[config.mk]
export PLATFORM = sky130hd
export DESIGN_NAME = mdps_protection_sequencer
export DESIGN_NICKNAME = d
export VERILOG_FILES = /design/src/rtl/mdps_pkg.sv /design/src/rtl/mdps_protection_sequencer.sv
export SDC_FILE = /design/constraint.sdc
export NUM_CORES = 1
export LEC_CHECK = 0
export ABC_AREA = 1
export BUFFER_PORTS_ARGS = -buffer_cell sky130_fd_sc_hd__buf_2
export CAP_MARGIN = 20
export CELL_PAD_IN_SITES_DETAIL_PLACEMENT = 0
export CELL_PAD_IN_SITES_GLOBAL_PLACEMENT = 2
export CORE_ASPECT_RATIO = 2
export CORE_MARGIN = 8
export CORE_UTILIZATION = 40
export DETAILED_ROUTE_END_ITERATION = 8
export GPL_TIMING_DRIVEN = 0
export HOLD_SLACK_MARGIN = 0.08
export PLACE_DENSITY_LB_ADDON = 0.1
export SLEW_MARGIN = 10
export SYNTH_ARGS = -nofsm -noshare
export SYNTH_HDL_FRONTEND = slang
export SYNTH_SLANG_ARGS = --single-unit
[constraint.sdc]
create_clock -name ref_clk -period 16.3 [get_ports ref_clk]
set_clock_uncertainty 0.1 [all_clocks]
set_input_delay 3.26 -clock ref_clk [delete_from_list [all_inputs] [get_ports ref_clk]]
set_output_delay 3.26 -clock ref_clk [all_outputs]
set_load 0.01 [all_outputs]
[src/rtl/mdps_pkg.sv]
// shared timing constants for the protection sequencer
package mdps_pkg;

  // clock
  localparam int unsigned CLK_PERIOD_NS = 10;              // 100 MHz ref_clk

  // glitch masks for the current limit and overcurrent comparators
  localparam int unsigned LIMIT_BLANK_NS = 3000;           // limit_blanking_time
  localparam int unsigned OC_BLANK_NS    = 3000;           // overcurrent_blanking_time
  // least times, so round up
  localparam int unsigned LIMIT_BLANK_CYC = (LIMIT_BLANK_NS + CLK_PERIOD_NS - 1) / CLK_PERIOD_NS;
  localparam int unsigned OC_BLANK_CYC    = (OC_BLANK_NS + CLK_PERIOD_NS - 1) / CLK_PERIOD_NS;

  // capacitor timebase: period = 0.313 * C * 1e6 s, i.e. 313000 ns per nF
  localparam longint TIMEBASE_NS_PER_NF = 313000;
  // 31.5 timebase periods, kept as 63 half periods
  localparam longint TB_HALF_PERIODS    = 63;
  localparam longint RESTART_CAP_NF     = 1000;            // default restart capacitor
  localparam longint RAMP_CAP_NF        = 10;              // default ramp_cap_pin capacitor
  localparam longint RESTART_CYC_L = RESTART_CAP_NF * TIMEBASE_NS_PER_NF * TB_HALF_PERIODS
                                     / (2 * CLK_PERIOD_NS);
  localparam longint RAMP_CYC_L    = RAMP_CAP_NF * TIMEBASE_NS_PER_NF * TB_HALF_PERIODS
                                     / (2 * CLK_PERIOD_NS);
  localparam int unsigned RESTART_CYC_DEF = int'(RESTART_CYC_L);
  localparam int unsigned RAMP_CYC_DEF    = int'(RAMP_CYC_L);

  // duty ramp: full-scale rise takes the ramp time
  localparam int unsigned DUTY_W_DEF        = 8;
  localparam int unsigned RAMP_STEP_CYC_DEF = RAMP_CYC_DEF / (1 << DUTY_W_DEF);

  // wait after undervoltage release, shortest for a stopped motor
  localparam longint UV_WAIT_SHORT_NS = 20000000;          // 0.02 s
  localparam longint UV_WAIT_LONG_NS  = 340000000;         // 0.34 s
  localparam int unsigned UV_WAIT_SHORT_DEF = int'(UV_WAIT_SHORT_NS / CLK_PERIOD_NS);
  localparam int unsigned UV_WAIT_LONG_DEF  = int'(UV_WAIT_LONG_NS / CLK_PERIOD_NS);

  // flag synchroniser layout
  localparam int unsigned SYNC_W   = 11;
  localparam int unsigned SY_LIMIT = 0;
  localparam int unsigned SY_OC_LO = 1;
  localparam int unsigned SY_OC_HI = 6;
  localparam int unsigned SY_THERM = 7;
  localparam int unsigned SY_VM    = 8;
  localparam int unsigned SY_REGULATOR_SUPPLY  = 9;
  localparam int unsigned SY_SPIN  = 10;

  // protection states
  typedef enum logic [2:0] {
    ST_UVHOLD,
    ST_UVWAIT,
    ST_RUN,
    ST_OCTRIP,
    ST_THTRIP,
    ST_RESTART
  } mdps_state_t;

endpackage

[src/rtl/mdps_protection_sequencer.sv]
// Contract
// - limit cuts high side, low side untouched
// - high side returns on next pwm rise
// - limit from sense comparator over threshold
// - mask limit pulses shorter than 3 us
// - six overcurrent flags combine into one
// - any flag held 3 us trips all off
// - resume after flags clear plus restart delay
// - restart delay is 31.5 timebase periods
// - duty rises gradually toward command
// - ramp time set by ramp capacitor timebase
// - over-temperature turns all outputs off
// - resume after temperature clears plus delay
// - motor supply low resets and disables
// - regulator supply low resets and disables
// - motor dependent wait after undervoltage release
`timescale 1ns/100ps
`default_nettype none

module mdps_protection_sequencer #(
  parameter int unsigned RESTART_CYC   = mdps_pkg::RESTART_CYC_DEF,
  parameter int unsigned RAMP_STEP_CYC = mdps_pkg::RAMP_STEP_CYC_DEF,
  parameter int unsigned UV_WAIT_SHORT = mdps_pkg::UV_WAIT_SHORT_DEF,
  parameter int unsigned UV_WAIT_LONG  = mdps_pkg::UV_WAIT_LONG_DEF,
  parameter int unsigned DUTY_W        = mdps_pkg::DUTY_W_DEF
) (
  // clock and reset
  input  wire logic              ref_clk,
  input  wire logic              rst,
  // comparator flags, asynchronous
  input  wire logic              limitSense,
  input  wire logic [5:0]        overcurrentFlag,
  input  wire logic              thermalFlag,
  input  wire logic              motorSupplyLow,
  input  wire logic              regulatorSupplyLow,
  input  wire logic              motorSpinning,
  // internal pwm, commutation and duty, same clock
  input  wire logic              pwmIn,
  input  wire logic [2:0]        hsCmd,
  input  wire logic [2:0]        lsCmd,
  input  wire logic [DUTY_W-1:0] dutyCommand,
  // power stage side
  output logic      [2:0]        hsGate,
  output logic      [2:0]        lsGate,
  output logic                   outputEnable,
  output logic                   logicReset,
  output logic                   limitActive,
  output logic      [DUTY_W-1:0] dutyOut
);

  localparam int unsigned LIM_W = $clog2(mdps_pkg::LIMIT_BLANK_CYC + 1);
  localparam int unsigned OC_W  = $clog2(mdps_pkg::OC_BLANK_CYC + 1);
  localparam logic [LIM_W-1:0] LIM_FULL  = LIM_W'(mdps_pkg::LIMIT_BLANK_CYC);
  localparam logic [OC_W-1:0]  OC_FULL   = OC_W'(mdps_pkg::OC_BLANK_CYC);
  localparam logic [31:0] RESTART_LAST   = 32'(RESTART_CYC - 1);
  localparam logic [31:0] STEP_LAST      = 32'(RAMP_STEP_CYC - 1);
  localparam logic [31:0] WAIT_SHORT_LST = 32'(UV_WAIT_SHORT - 1);
  localparam logic [31:0] WAIT_LONG_LST  = 32'(UV_WAIT_LONG - 1);

  ////////////////////////////////////////////////////////////////////////////
  // flag synchroniser
  logic [mdps_pkg::SYNC_W-1:0] syncA;  // first stage, read only by syncB
  logic [mdps_pkg::SYNC_W-1:0] syncB;  // settled flags
  logic                        limS;
  logic [5:0]                  ocS;
  logic                        thS;
  logic                        uv;
  logic                        spinS;

  // two flops per comparator; flags are slow, so no bus coherence needed
  always_ff @(posedge ref_clk or posedge rst)
  begin
    if (rst)
    begin
      syncA <= '0;
      syncB <= '0;
    end
    else
    begin
      syncA <= {motorSpinning, regulatorSupplyLow, motorSupplyLow,
                thermalFlag, overcurrentFlag, limitSense};
      syncB <= syncA;
    end
  end

  assign limS  = syncB[mdps_pkg::SY_LIMIT];
  assign ocS   = syncB[mdps_pkg::SY_OC_HI:mdps_pkg::SY_OC_LO];
  assign thS   = syncB[mdps_pkg::SY_THERM];
  // either supply low forces lockout
  assign uv    = syncB[mdps_pkg::SY_VM] | syncB[mdps_pkg::SY_REGULATOR_SUPPLY];
  assign spinS = syncB[mdps_pkg::SY_SPIN];

  ////////////////////////////////////////////////////////////////////////////
  // current limiter
  logic [LIM_W-1:0] limCnt;       // cycles the limit flag has stood
  logic [LIM_W-1:0] next_limCnt;
  logic             limQual;      // limit held past the mask
  logic             hsCut;        // high side held off
  logic             next_hsCut;
  logic             pwmPrev;
  logic             pwmRise;      // on-phase start

  assign limQual = limS && (limCnt == LIM_FULL);
  assign pwmRise = pwmIn && !pwmPrev;

  // saturating mask counter, cleared by any low sample
  always_comb
  begin
    next_limCnt = '0;
    next_hsCut  = hsCut;
    if (limS)
    begin
      next_limCnt = (limCnt == LIM_FULL) ? limCnt : limCnt + LIM_W'(1);
    end
    if (logicReset)
    begin
      next_hsCut = 1'b0;
    end
    else if (limQual)
    begin
      // set wins over a pwm rise in the same cycle
      next_hsCut = 1'b1;
    end
    else if (pwmRise)
    begin
      next_hsCut = 1'b0;
    end
  end

  always_ff @(posedge ref_clk or posedge rst)
  begin
    if (rst)
    begin
      limCnt  <= '0;
      hsCut   <= 1'b0;
      pwmPrev <= 1'b0;
    end
    else
    begin
      limCnt  <= next_limCnt;
      hsCut   <= next_hsCut;
      pwmPrev <= pwmIn;
    end
  end

  ////////////////////////////////////////////////////////////////////////////
  // overcurrent masks, one per transistor
  logic [OC_W-1:0] ocCnt [6];  // per-flag hold counters
  logic [5:0]      ocQual;     // flag held past the mask
  logic            ocLong;     // any flag qualified
  logic            ocAny;      // any flag present at all

  for (genvar g = 0; g < 6; g++)
  begin : g_oc
    logic [OC_W-1:0] next_ocCnt;
    // each flag must itself stay high; two alternating flags do not add up
    always_comb
    begin
      next_ocCnt = '0;
      if (ocS[g])
      begin
        next_ocCnt = (ocCnt[g] == OC_FULL) ? ocCnt[g] : ocCnt[g] + OC_W'(1);
      end
    end
    always_ff @(posedge ref_clk or posedge rst)
    begin
      if (rst)
      begin
        ocCnt[g] <= '0;
      end
      else
      begin
        ocCnt[g] <= next_ocCnt;
      end
    end
    assign ocQual[g] = ocS[g] && (ocCnt[g] == OC_FULL);
  end

  assign ocLong = |ocQual;
  assign ocAny  = |ocS;

  ////////////////////////////////////////////////////////////////////////////
  // protection state machine
  mdps_pkg::mdps_state_t state;
  mdps_pkg::mdps_state_t next_state;
  logic [31:0]           tmr;        // restart and release wait timer
  logic [31:0]           next_tmr;
  logic [31:0]           waitLast;   // last count of the release wait

  // a stopped motor needs only the short wait
  assign waitLast = spinS ? WAIT_LONG_LST : WAIT_SHORT_LST;

  always_comb
  begin
    next_state = state;
    next_tmr   = tmr;
    if (uv)
    begin
      // lockout overrides every other state
      next_state = mdps_pkg::ST_UVHOLD;
      next_tmr   = '0;
    end
    else
    begin
      unique case (state)
        mdps_pkg::ST_UVHOLD:
        begin
          next_state = mdps_pkg::ST_UVWAIT;
          next_tmr   = '0;
        end
        mdps_pkg::ST_UVWAIT:
        begin
          if (tmr >= waitLast)
          begin
            next_state = mdps_pkg::ST_RUN;
            next_tmr   = '0;
          end
          else
          begin
            next_tmr = tmr + 32'h1;
          end
        end
        mdps_pkg::ST_RUN:
        begin
          if (ocLong)
          begin
            next_state = mdps_pkg::ST_OCTRIP;
          end
          else if (thS)
          begin
            next_state = mdps_pkg::ST_THTRIP;
          end
        end
        mdps_pkg::ST_OCTRIP:
        begin
          // delay starts only once every flag is clear
          if (!ocAny)
          begin
            next_state = mdps_pkg::ST_RESTART;
            next_tmr   = '0;
          end
        end
        mdps_pkg::ST_THTRIP:
        begin
          if (!thS)
          begin
            next_state = mdps_pkg::ST_RESTART;
            next_tmr   = '0;
          end
        end
        mdps_pkg::ST_RESTART:
        begin
          // a returning fault sends us back; the delay then starts over
          if (thS)
          begin
            next_state = mdps_pkg::ST_THTRIP;
          end
          else if (ocAny)
          begin
            next_state = mdps_pkg::ST_OCTRIP;
          end
          else if (tmr == RESTART_LAST)
          begin
            next_state = mdps_pkg::ST_RUN;
            next_tmr   = '0;
          end
          else
          begin
            next_tmr = tmr + 32'h1;
          end
        end
        default:
        begin
          next_state = mdps_pkg::ST_UVHOLD;
          next_tmr   = '0;
        end
      endcase
    end
  end

  // start in lockout so a power-up always runs the release wait
  always_ff @(posedge ref_clk or posedge rst)
  begin
    if (rst)
    begin
      state <= mdps_pkg::ST_UVHOLD;
      tmr   <= '0;
    end
    else
    begin
      state <= next_state;
      tmr   <= next_tmr;
    end
  end

  assign outputEnable = (state == mdps_pkg::ST_RUN);
  assign logicReset   = (state == mdps_pkg::ST_UVHOLD) || (state == mdps_pkg::ST_UVWAIT);
  assign limitActive  = hsCut;
  // low side keeps commutating under limit; all six off when disabled
  assign hsGate = outputEnable ? (hsCmd & ~{3{hsCut}}) : 3'h0;
  assign lsGate = outputEnable ? lsCmd : 3'h0;

  ////////////////////////////////////////////////////////////////////////////
  // soft duty ramp
  logic [31:0]       stepCnt;       // cycles since the last duty step
  logic [31:0]       next_stepCnt;
  logic [DUTY_W-1:0] next_dutyOut;

  // falls follow at once; only rises are paced, so a restart is soft too
  always_comb
  begin
    next_stepCnt = '0;
    next_dutyOut = dutyOut;
    if (!outputEnable)
    begin
      next_dutyOut = '0;
    end
    else if (dutyCommand < dutyOut)
    begin
      next_dutyOut = dutyCommand;
    end
    else if (dutyCommand > dutyOut)
    begin
      if (stepCnt >= STEP_LAST)
      begin
        next_dutyOut = dutyOut + DUTY_W'(1);
      end
      else
      begin
        next_stepCnt = stepCnt + 32'h1;
      end
    end
  end

  always_ff @(posedge ref_clk or posedge rst)
  begin
    if (rst)
    begin
      stepCnt <= '0;
      dutyOut <= '0;
    end
    else
    begin
      stepCnt <= next_stepCnt;
      dutyOut <= next_dutyOut;
    end
  end
endmodule

`default_nettype wire

==> key figures, run 1 <==
Synth
  • Area leader, netlist: dfrtp_1
  • Top cell type's share of synthesized area: 0.461
  • Yosys cell types: 45
  • Seq cells post-synth: 162
  • Leading register cell type out of synthesis: dfrtp_1
  • Post-Synth Simple-Gate Area: 0.310
  • Avg Synthesized Cell Area: 7.82 um^2
  • Post-synthesis cell area: 0.00880 mm^2
  • Synth warnings: 0
  • Synthesized instance count: 1,126
  • FFs w/ async S/R, synth: 1.00
  • Main combinational cell family by area after synthesis: simple AND/OR/NAND/NOR gates
  • Post-Synth Adder-Cell Area: 0.0441
  • Xor and xnor area share after synthesis: 0.0289
  • Mux contribution to synthesized area: 0
  • Register area share after synthesis: 0.461
  • Post-synth EDFFs: 0
  • Synth Area in Compound Gates: 0.0806
  • Top post-synthesis cells by area: dfrtp_1, nand2_1, inv_1

Power
  • Switch share: 0.225
  • Leakage Power: 0.00463 uW
  • P_sw: between 200 and 250 uW
  • Pwr Density: 90.2 mW/mm^2
  • Reg power frac: 0.459
  • Clk network pwr share: 0.490
  • Worst VDD drop: 0.000111 V
  • Logic gate share of total power: 0.051
  • Pint: 708 uW

Detailed routing
  • # DRC: 0
  • First-pass detailed-route iteration total: 5
  • Via count: 7,373
  • Starting DRT DRC Count: 521
  • Final WL: ~21 mm
  • DR WL/cell: 14.2 um
  • ANT nets after route: 0
  • DR vias/cell: 4.94

Worst setup path
  • Critical path startpoint: hsCmd[2]
  • Crit path capture: hsGate[2]
  • Worst path arrival time: approximately 3.6 ns
  • Critical-path top delay cell: buf_2
  • Worst path top cell family by delay: buffers and inverters
  • Crit. path cell count: 4
  • R2R Path End: tmr[12]$_DFFE_PP0P_
  • Crit Path Category: in -> out
  • Crit path top cell by count: buf_2
  • Max stage delay on crit path: 0.14 ns
  • Critical Path Source Type: primary input
  • Worst Path Required: around 13 ns
  • Critical path endpoint category: primary output
  • CP Cell Sequence: buf_2 > nand2_1 > nor2_1 > buf_2
  • R2R depth: 11
  • RR Startpoint: syncB[10]$_DFF_PP0_
  • CP Buf/Inv Count: 2
  • Reg2reg setup slack: 13.90 ns
  • Crit-path max FO: 1

Die
  • Die outline area: about 0.027 mm^2
  • Chip height: 226 um
  • Core area: ~0.022 mm^2
  • Die Span X: 121 um
  • Initial core utilization: 0.402
  • # IOs: 45
  • Rows: 77

Clock network
  • H-tree depth: 4
  • Clk root buf: clkbuf_16
  • Resized cells post-CTS: 0
  • TritonCTS clock tree: yes
  • Clock slew at reported path FFs: 0.06 ns
  • Setup bufs post-CTS: 0
  • CTS Hold Bufs: 0
  • Total clock sinks: between 150 and 200
  • Skew-Pair Late Insertion Delay: 0.44 ns
  • CTS max path bufs: 2
  • Clock buffer count from CTS: 17

Global routing
  • Congestion Overflow GR: 0
  • GRT Total Usage: 0.167
  • First-pass GRT wire length: 36.1 mm
  • Initial antenna violation count: 0
  • Largest net degree at the start of global routing: 85
  • Number of global-route vias before repair: slightly above 7,000

Timing
  • Setup violators final: 0
  • Worst-Margin Slew: 0.859 ns
  • Post-layout min period: 6.98 ns
  • Final hold slack: 0.244 ns
  • Setup TNS Final: 0 ns
  • RSZ-0062 raised after global routing: no
  • Post-route setup slack: 9.32 ns
  • Slew Limit Headroom: 0.425
  • Final hold vios: 0
  • Fin crit share: 0.428
  • Fmax achieved: 0.143 GHz
  • Max-slew violations: 0

Finish
  • Synth-to-layout area growth: 15.0%
  • Nets: 1,264
  • Final-layout fill cell count: ~2,200
  • Share of layout cells above drive strength 1: 0.0977
  • Multi-input gate area: 0.00414 mm^2
  • Post-Layout Cell Count: 1,494
  • Register area: 0.00405 mm^2
  • N_diodes: 0

Run
  • Max-cap violations: 0

Placement
  • Port Buffers: 44
  • Dpl hpwl: roughly 16 mm
  • Place WS: ~9.3 ns
  • GP Congestion: 0.834
  • Cell count after placement: 1,462

Run status
  • Status: complete, no violations

Min path
  • Hold Path Class: reg -> reg
-- worst min-delay path by stage --
stage,slack [ns],end,depth (start not counted),startpoint
after CTS,0.25,syncB[0]$_DFF_PP0_,0,syncA[0]$_DFF_PP0_
after detailed placement,0.24,syncB[0]$_DFF_PP0_,0,syncA[0]$_DFF_PP0_
after global routing,0.25,syncB[10]$_DFF_PP0_,0,syncA[10]$_DFF_PP0_
after floorplan,0.23,syncB[0]$_DFF_PP0_,0,syncA[0]$_DFF_PP0_
after global placement,0.23,syncB[9]$_DFF_PP0_,0,syncA[9]$_DFF_PP0_
final,0.24,syncB[0]$_DFF_PP0_,0,syncA[0]$_DFF_PP0_
-- cells in the mapped netlist, types with 6 or more instances --
cell	number
nand2_1	243
dfrtp_1	162
inv_1	148
nor2_1	143
nand3_1	103
a21oi_1	54
o21ai_0	47
nor3_1	45
ha_1	31
nand4_1	22
xor2_1	21
nor4_1	11
buf_2	9
a31oi_1	8
xnor2_1	8
nand2_2	7
nor2_4	6
-- through the flow --
step                area, um^2   util  total power [uW]
floorplan                 8860      -               456
global placement          9420  0.431               472
detailed placement        9460  0.433               474
CTS                      10100  0.463               930
global route             10100  0.463               954
finish                   10100  0.463               913
-- final cells by class --
class	instances	area share
repair buffers	45	0.0245
clock inverters	11	0.0197
well taps	276	0.0341
inverters	153	0.0575
flip-flops and latches	162	0.401
multi-input cells	811	0.409
plain buffers	15	0.00890
clock buffers	21	0.0455
-- cells in the final DEF, fill, tap and decap left out, types with 21 or more instances in the layout --
master	Yosys	layout
a21oi_1	54	54
buf_2	9	53
dfrtp_1	162	162
ha_1	31	31
inv_1	148	147
nand2_1	243	243
nand3_1	103	103
nand4_1	22	22
nor2_1	143	143
nor3_1	45	45
o21ai_0	47	47
xor2_1	21	21
-- cells by family after synthesis --
group	after synthesis
simple gates	605
flops	162
fa+ha+maj	31
xor+xnor	29
other cells	1
buf+inv	168
compound gates	130
-- power by group through the flow --
stage | sequential (uW) | combinational, uW | clock (uW)
3_5_place_dp | 427 | 47.6 | 0
3_3_place_gp | 427 | 45.8 | 0
4_1_cts | 419 | 47.8 | 463
2_1_floorplan | 425 | 31.4 | 0
5_1_grt | 420 | 55.1 | 478
6_report | 419 | 46.6 | 447
-- per-layer routing --
| metal | GRT usage | share of wire | vias up |
|---|---|---|---|
| met5 | 0 | 0 | - |
| met4 | 0.0629 | 0.023 | 0 |
| met3 | 0.0383 | 0.029 | 25 |
| met2 | 0.262 | 0.47 | 92 |
| met1 | 0.218 | 0.47 | 3446 |
| li1 | - | - | 3810 |
-- flip-flops by register name, indices dropped and copies added (netlist names), 3 cells and up --
register and cells:
tmr 32, syncA 11, syncB 11, state 3
ocCnt 54, dutyOut 8, stepCnt 32, limCnt 9
Note: power is estimated with default switching activity, not from simulation.
==> run 2, diff against run 1 <==
--- a/config.mk
+++ b/config.mk
@@ -12,7 +12,7 @@
 export CELL_PAD_IN_SITES_GLOBAL_PLACEMENT = 2
 export CORE_ASPECT_RATIO = 2
 export CORE_MARGIN = 8
-export CORE_UTILIZATION = 40
+export CORE_UTILIZATION = 37
 export DETAILED_ROUTE_END_ITERATION = 8
 export GPL_TIMING_DRIVEN = 0
 export HOLD_SLACK_MARGIN = 0.08
==> constraint.sdc (replaced) <==
create_clock -name ref_clk -period 6.8 [get_ports ref_clk]
set_clock_uncertainty 0.1 [all_clocks]
set_input_delay 1.36 -clock ref_clk [delete_from_list [all_inputs] [get_ports ref_clk]]
set_output_delay 1.36 -clock ref_clk [all_outputs]
set_load 0.01 [all_outputs]
==> run 2 against run 1 <==
  * Die area is 7.3% higher
  * Power rose by 140%
  * Via count is 0.35% lower
  * Final cell count rose by 0.67%
  * Critical path type is now reg -> out
  * Routed wire length is 1.4% higher
==> key figures, run 2 (synthesized netlist as in run 1, its figures left out) <==
Run status
  • Status: complete, no violations

Finish
  • Core Util, Final: 0.428
  • Post-Layout Cell Count: 1,504
  • Nets: 1,264
  • Most frequent cells in the layout: nand2_1, dfrtp_1, inv_1, nor2_1, nand3_1
  • Synth-to-layout area growth: 14.8%
  • N_diodes: 0
  • Top flop regs: ocCnt: 54 flops, stepCnt: 32 flops, tmr: 32 flops
  • Most flop-heavy register: ocCnt
  • Max reg flops: 54
  • Leading cell type in the layout, fill and taps excluded: nand2_1
  • Share of layout cells above drive strength 1: 0.0986

Timing
  • Setup violators final: 0
  • Fin crit share: 0.528
  • Worst-Margin Slew: 0.855 ns
  • Final hold vios: 0
  • Fmax achieved: 0.278 GHz
  • Setup TNS Final: 0 ns
  • Post-layout min period: 3.59 ns
  • RSZ-0062 raised after global routing: no
  • Slew Limit Headroom: 0.428
  • Max-slew violations: 0

Worst setup path
  • Critical-path top delay cell: dfrtp_1
  • Crit-path max FO: 10
  • Worst path arrival time: 2.13 ns
  • R2R depth: 11
  • Critical Path Source Type: register
  • CP Cell Sequence: nor3_4 > clkbuf_1 > nand2_1 > nor2_1 > buf_2
  • Critical path endpoint category: primary output
  • Max stage delay on crit path: 0.47 ns
  • Crit Path Category: reg -> out
  • Worst Path Required: 5.34 ns

Clock network
  • Clock slew at reported path FFs: 0.06 ns
  • Clock buffer count from CTS: 17
  • Skew-Pair Late Insertion Delay: around 0.44 ns
  • Setup bufs post-CTS: 0
  • CTS max path bufs: 2
  • Total clock sinks: 162
  • TritonCTS clock tree: yes
  • Resized cells post-CTS: 0
  • CTS Hold Bufs: 0
  • Clk root buf: clkbuf_16
  • H-tree depth: 4

Placement
  • Cell count after placement: 1,473
  • Dpl hpwl: 15.7 mm
  • GP Congestion: 0.803
  • Port Buffers: 44

Global routing
  • Number of global-route vias before repair: roughly 7,300
  • Congestion Overflow GR: 0
  • First-pass GRT wire length: 36.4 mm
  • GRT Total Usage: 0.156
  • Initial antenna violation count: 0
  • Largest net degree at the start of global routing: 84

Detailed routing
  • ANT nets after route: 0
  • Final WL: ~22 mm
  • Met2 WL post-DR: about 10 mm
  • Starting DRT DRC Count: slightly below 400
  • DR vias/cell: 4.88
  • Via count: roughly 7,300
  • Routed length on met1: 10.1 mm
  • # DRC: 0
  • Uppermost layer routed: met4
  • DR WL met3: roughly 660 um
  • DR WL/cell: 14.4 um
  • First-pass detailed-route iteration total: 5

Die
  • Die outline area: 0.0293 mm^2
  • Core area: 0.0236 mm^2
  • Die Span X: 125 um
  • Rows: 80
  • # IOs: 45
  • Initial core utilization: 0.373
  • Chip height: about 230 um

Min path
  • Hold Path Class: reg -> reg
  • Hold Crit Depth: 0

Run
  • Max-cap violations: 0

Power
  • Leakage Power: roughly 0.0046 uW
  • Worst VDD drop: 0.000185 V
  • Pwr Density: 213 mW/mm^2
[run 2: through the flow]
stage / worst slack (ns) / power (uW) / hold slack [ns] / instance area [um^2]
2_1_floorplan: 0.963 / 1090 / 0.231 / 8860
3_3_place_gp: -1.12 / 1130 / 0.231 / 9440
3_5_place_dp: 3.56 / 1140 / 0.235 / 9470
4_1_cts: 3.15 / 2200 / 0.249 / 10100
5_1_grt: 3.02 / 2250 / 0.259 / 10100
6_report: 3.21 / 2160 / 0.248 / 10100
[run 2: final cells by class]
| cell class | instances | area [um^2] |
|---|---|---|
| Fill cell | 2386 | 13500 |
| Multi-Input combinational cell | 811 | 4140 |
| Sequential cell | 162 | 4050 |
| Inverter | 153 | 582 |
| Clock buffer | 19 | 453 |
| Tap cell | 287 | 359 |
| Timing Repair Buffer | 45 | 248 |
| Clock inverter | 12 | 179 |
| Buffer | 15 | 90.1 |
[run 2: metal layers]
layer	GRT usage	vias to the layer above
met5	0	-
met2	0.258	90
met1	0.197	3423
li1	-	3812
met4	0.0586	0
met3	0.0342	22
[run 2: path summary, 6_finish.rpt]
check | start | to | slack [ns]
worst max-delay path | state[0]$_DFFE_PP0P_ | hsGate[2] | 3.21
worst min-delay path | syncA[2]$_DFF_PP0_ | syncB[2]$_DFF_PP0_ | 0.25
worst max register to register | syncB[10]$_DFF_PP0_ | tmr[16]$_DFFE_PP0P_ | 4.49
worst min register to register | syncA[2]$_DFF_PP0_ | syncB[2]$_DFF_PP0_ | 0.25
max in group asynchronous | rst | ocCnt[50]$_DFFE_PP0P_ | 4.91
min in group asynchronous | rst | stepCnt[20]$_DFF_PP0_ | 0.89
[run 2: critical path, delay by kind of cell (launching register included)]
kind | cells | cell delay (ns)
flops | 1 | 0.47
buf+inv | 2 | 0.57
simple gates | 3 | 0.64
[run 2: power breakdown]
group	internal, uW	switching, uW	total, uW
logic	35.6	76.3	112
registers	987	17.6	1000
clock network	633	407	1040
total	1660	501	2160
==> run 3, diff against run 2 <==
--- a/config.mk
+++ b/config.mk
@@ -12,7 +12,7 @@
 export CELL_PAD_IN_SITES_GLOBAL_PLACEMENT = 2
 export CORE_ASPECT_RATIO = 2
 export CORE_MARGIN = 8
-export CORE_UTILIZATION = 37
+export CORE_UTILIZATION = 33
 export DETAILED_ROUTE_END_ITERATION = 8
 export GPL_TIMING_DRIVEN = 0
 export HOLD_SLACK_MARGIN = 0.08
==> constraint.sdc (replaced) <==
create_clock -name ref_clk -period 3.01 [get_ports ref_clk]
set_clock_uncertainty 0.1 [all_clocks]
set_input_delay 0.602 -clock ref_clk [delete_from_list [all_inputs] [get_ports ref_clk]]
set_output_delay 0.602 -clock ref_clk [all_outputs]
set_load 0.01 [all_outputs]
==> run 3 against run 2 <==
  * Clock power up 110%
  * Die area increased by 11%
  * Worst hold slack got worse by 0.090 ns
  * Via count increased by 2.5%
  * Sequential share of layout area down 0.28 points
  * Largest cell class unchanged
==> key figures, run 3 (synthesized netlist as in run 1, its figures left out) <==
Power
  • Worst VDD drop: 0.000388 V
  • Leakage Power: 0.00462 uW
  • Pwr Density: 464 mW/mm^2

Die
  • Rows: 84
  • Initial core utilization: 0.335
  • # IOs: 45
  • Die outline area: roughly 0.032 mm^2
  • Core area: approximately 0.026 mm^2
  • Die Span X: 131 um
  • Chip height: 247 um

Global routing
  • Initial antenna violation count: 0
  • GRT Total Usage: 0.164
  • Largest net degree at the start of global routing: 38
  • First-pass GRT wire length: 41.5 mm
  • Number of global-route vias before repair: 7,889
  • Congestion Overflow GR: 0

Detailed routing
  • Via count: 7,533
  • Starting DRT DRC Count: about 270
  • DR WL/cell: approximately 16 um
  • Final WL: ~26 mm
  • ANT nets after route: 0
  • First-pass detailed-route iteration total: 5
  • # DRC: 0
  • DR vias/cell: 4.81

Worst setup path
  • R2R Path End: tmr[23]$_DFFE_PP0P_
  • R2R depth: 9
  • Crit Path Category: reg -> out
  • Worst path top cell family by delay: simple AND/OR/NAND/NOR gates
  • CP Cell Sequence: nor3_4 > clkbuf_2 > nand2_1 > nor2_1 > buf_2
  • Critical-path top delay cell: dfrtp_1
  • Worst path arrival time: 1.96 ns
  • CP Buf/Inv Count: 2
  • RR Startpoint: syncB[9]$_DFF_PP0_
  • Crit-path max FO: 10
  • Reg2reg setup slack: 0.64 ns
  • Worst Path Required: 2.31 ns
  • Critical Path Source Type: register
  • Critical path endpoint category: primary output
  • Max stage delay on crit path: 0.48 ns

Min path
  • Hold Crit Depth: 1
  • Hold Path Class: in -> reg
  • HP Start: motorSpinning
  • Hold Crit Endpoint: syncA[10]$_DFF_PP0_

Placement
  • Port Buffers: 44
  • Cell count after placement: 1,533
  • Dpl hpwl: 20.0 mm
  • GP Congestion: 0.839

Clock network
  • TritonCTS clock tree: yes
  • Clock buffer count from CTS: 17
  • Clk root buf: clkbuf_16
  • Total clock sinks: 162
  • CTS max path bufs: 2
  • Clock slew at reported path FFs: 0.07 ns
  • Skew-Pair Late Insertion Delay: 0.44 ns
  • CTS Hold Bufs: 0
  • H-tree depth: 4

Finish
  • Most flop-heavy register: ocCnt
  • Core Util, Final: 0.387
  • N_diodes: 0
  • Synth-to-layout area growth: 15.6%
  • Post-Layout Cell Count: between 1,500 and 2,000
  • Nets: between 1,000 and 1,500
  • Most frequent cells in the layout: nand2_1, dfrtp_1, inv_1, nor2_1, nand3_1
  • Leading cell type in the layout, fill and taps excluded: nand2_1
  • Share of layout cells above drive strength 1: 0.102
  • Final-layout fill cell count: 2,839
  • Max reg flops: 54
  • Top flop regs: ocCnt: 54 flops, stepCnt: 32 flops, tmr: 32 flops

Timing
  • Final hold slack: around 0.16 ns
  • Setup TNS Final: 0 ns
  • Final hold vios: 0
  • Slew Limit Headroom: 0.480
  • Fmax achieved: 0.375 GHz
  • Fin crit share: 0.885
  • Worst-Margin Slew: between 0.7 and 0.8 ns
  • Post-layout min period: 2.66 ns
  • RSZ-0062 raised after global routing: no
  • Setup violators final: 0
  • Max-slew violations: 0

Run
  • Max-cap violations: 0

Run status
  • Status: complete, no violations
==> run 3: worst max path at each step <==
| stage | startpoint | to | slack (ns) | depth (start not counted) |
|---|---|---|---|---|
| after floorplan | rst | dutyOut[0]$_DFFE_PP0P_ | 0.25 | 1 |
| after global placement | rst | stepCnt[18]$_DFF_PP0_ | -1.02 | 2 |
| after detailed placement | dutyCommand[7] | stepCnt[11]$_DFF_PP0_ | 0.45 | 11 |
| after CTS | state[0]$_DFFE_PP0P_ | hsGate[1] | 0.03 | 5 |
| after global routing | state[1]$_DFFE_PP0P_ | hsGate[2] | 0.20 | 6 |
| final | state[0]$_DFFE_PP0P_ | hsGate[0] | 0.35 | 5 |
==> run 3: layout make-up <==
class                      instances  area, um^2  area share
sequential                       162        4050       0.398
timing repair buffer              48         300      0.0295
multi-input combinational        811        4140       0.407
buffer                            15        91.3     0.00898
tap                              344         430      0.0423
clock buffer                      18         439      0.0432
inverter                         153         578      0.0568
clock inverter                    14         141      0.0139
==> run 3: routing by layer <==
layer | GRT usage | routed length, um | up-vias
met3 | 0.0287 | 635 | 47
met4 | 0.0873 | 1070 | 0
li1 | - | - | 3819
met5 | 0 | 0 | -
met2 | 0.334 | 14900 | 118
met1 | 0.148 | 8910 | 3549
==> run 3: power breakdown <==
group | leakage (uW) | switching (uW) | internal (uW) | total, uW
combinational | 0.00219 | 179 | 86.6 | 266
sequential | 0.00215 | 41.9 | 2230 | 2270
clock | 0.000273 | 1000 | 1190 | 2190
total | 0.00462 | 1220 | 3500 | 4720
==> run 3: timing repair <==
item | CTS | global route
setup endpoints to repair | 0 | 3
setup buffers | 0 | 0
gates resized for setup | 0 | 2
hold endpoints to repair | 0 | 0
==> run 3: stage by stage <==
stage               power (uW)  area [um^2]  worst slack [ns]
finish                    4720        10200             0.345
CTS                       4830        10200            0.0343
global placement          2570         9510             -1.02
detailed placement        2590         9590             0.449
global route              4940        10200             0.205
floorplan                 2470         8860             0.251
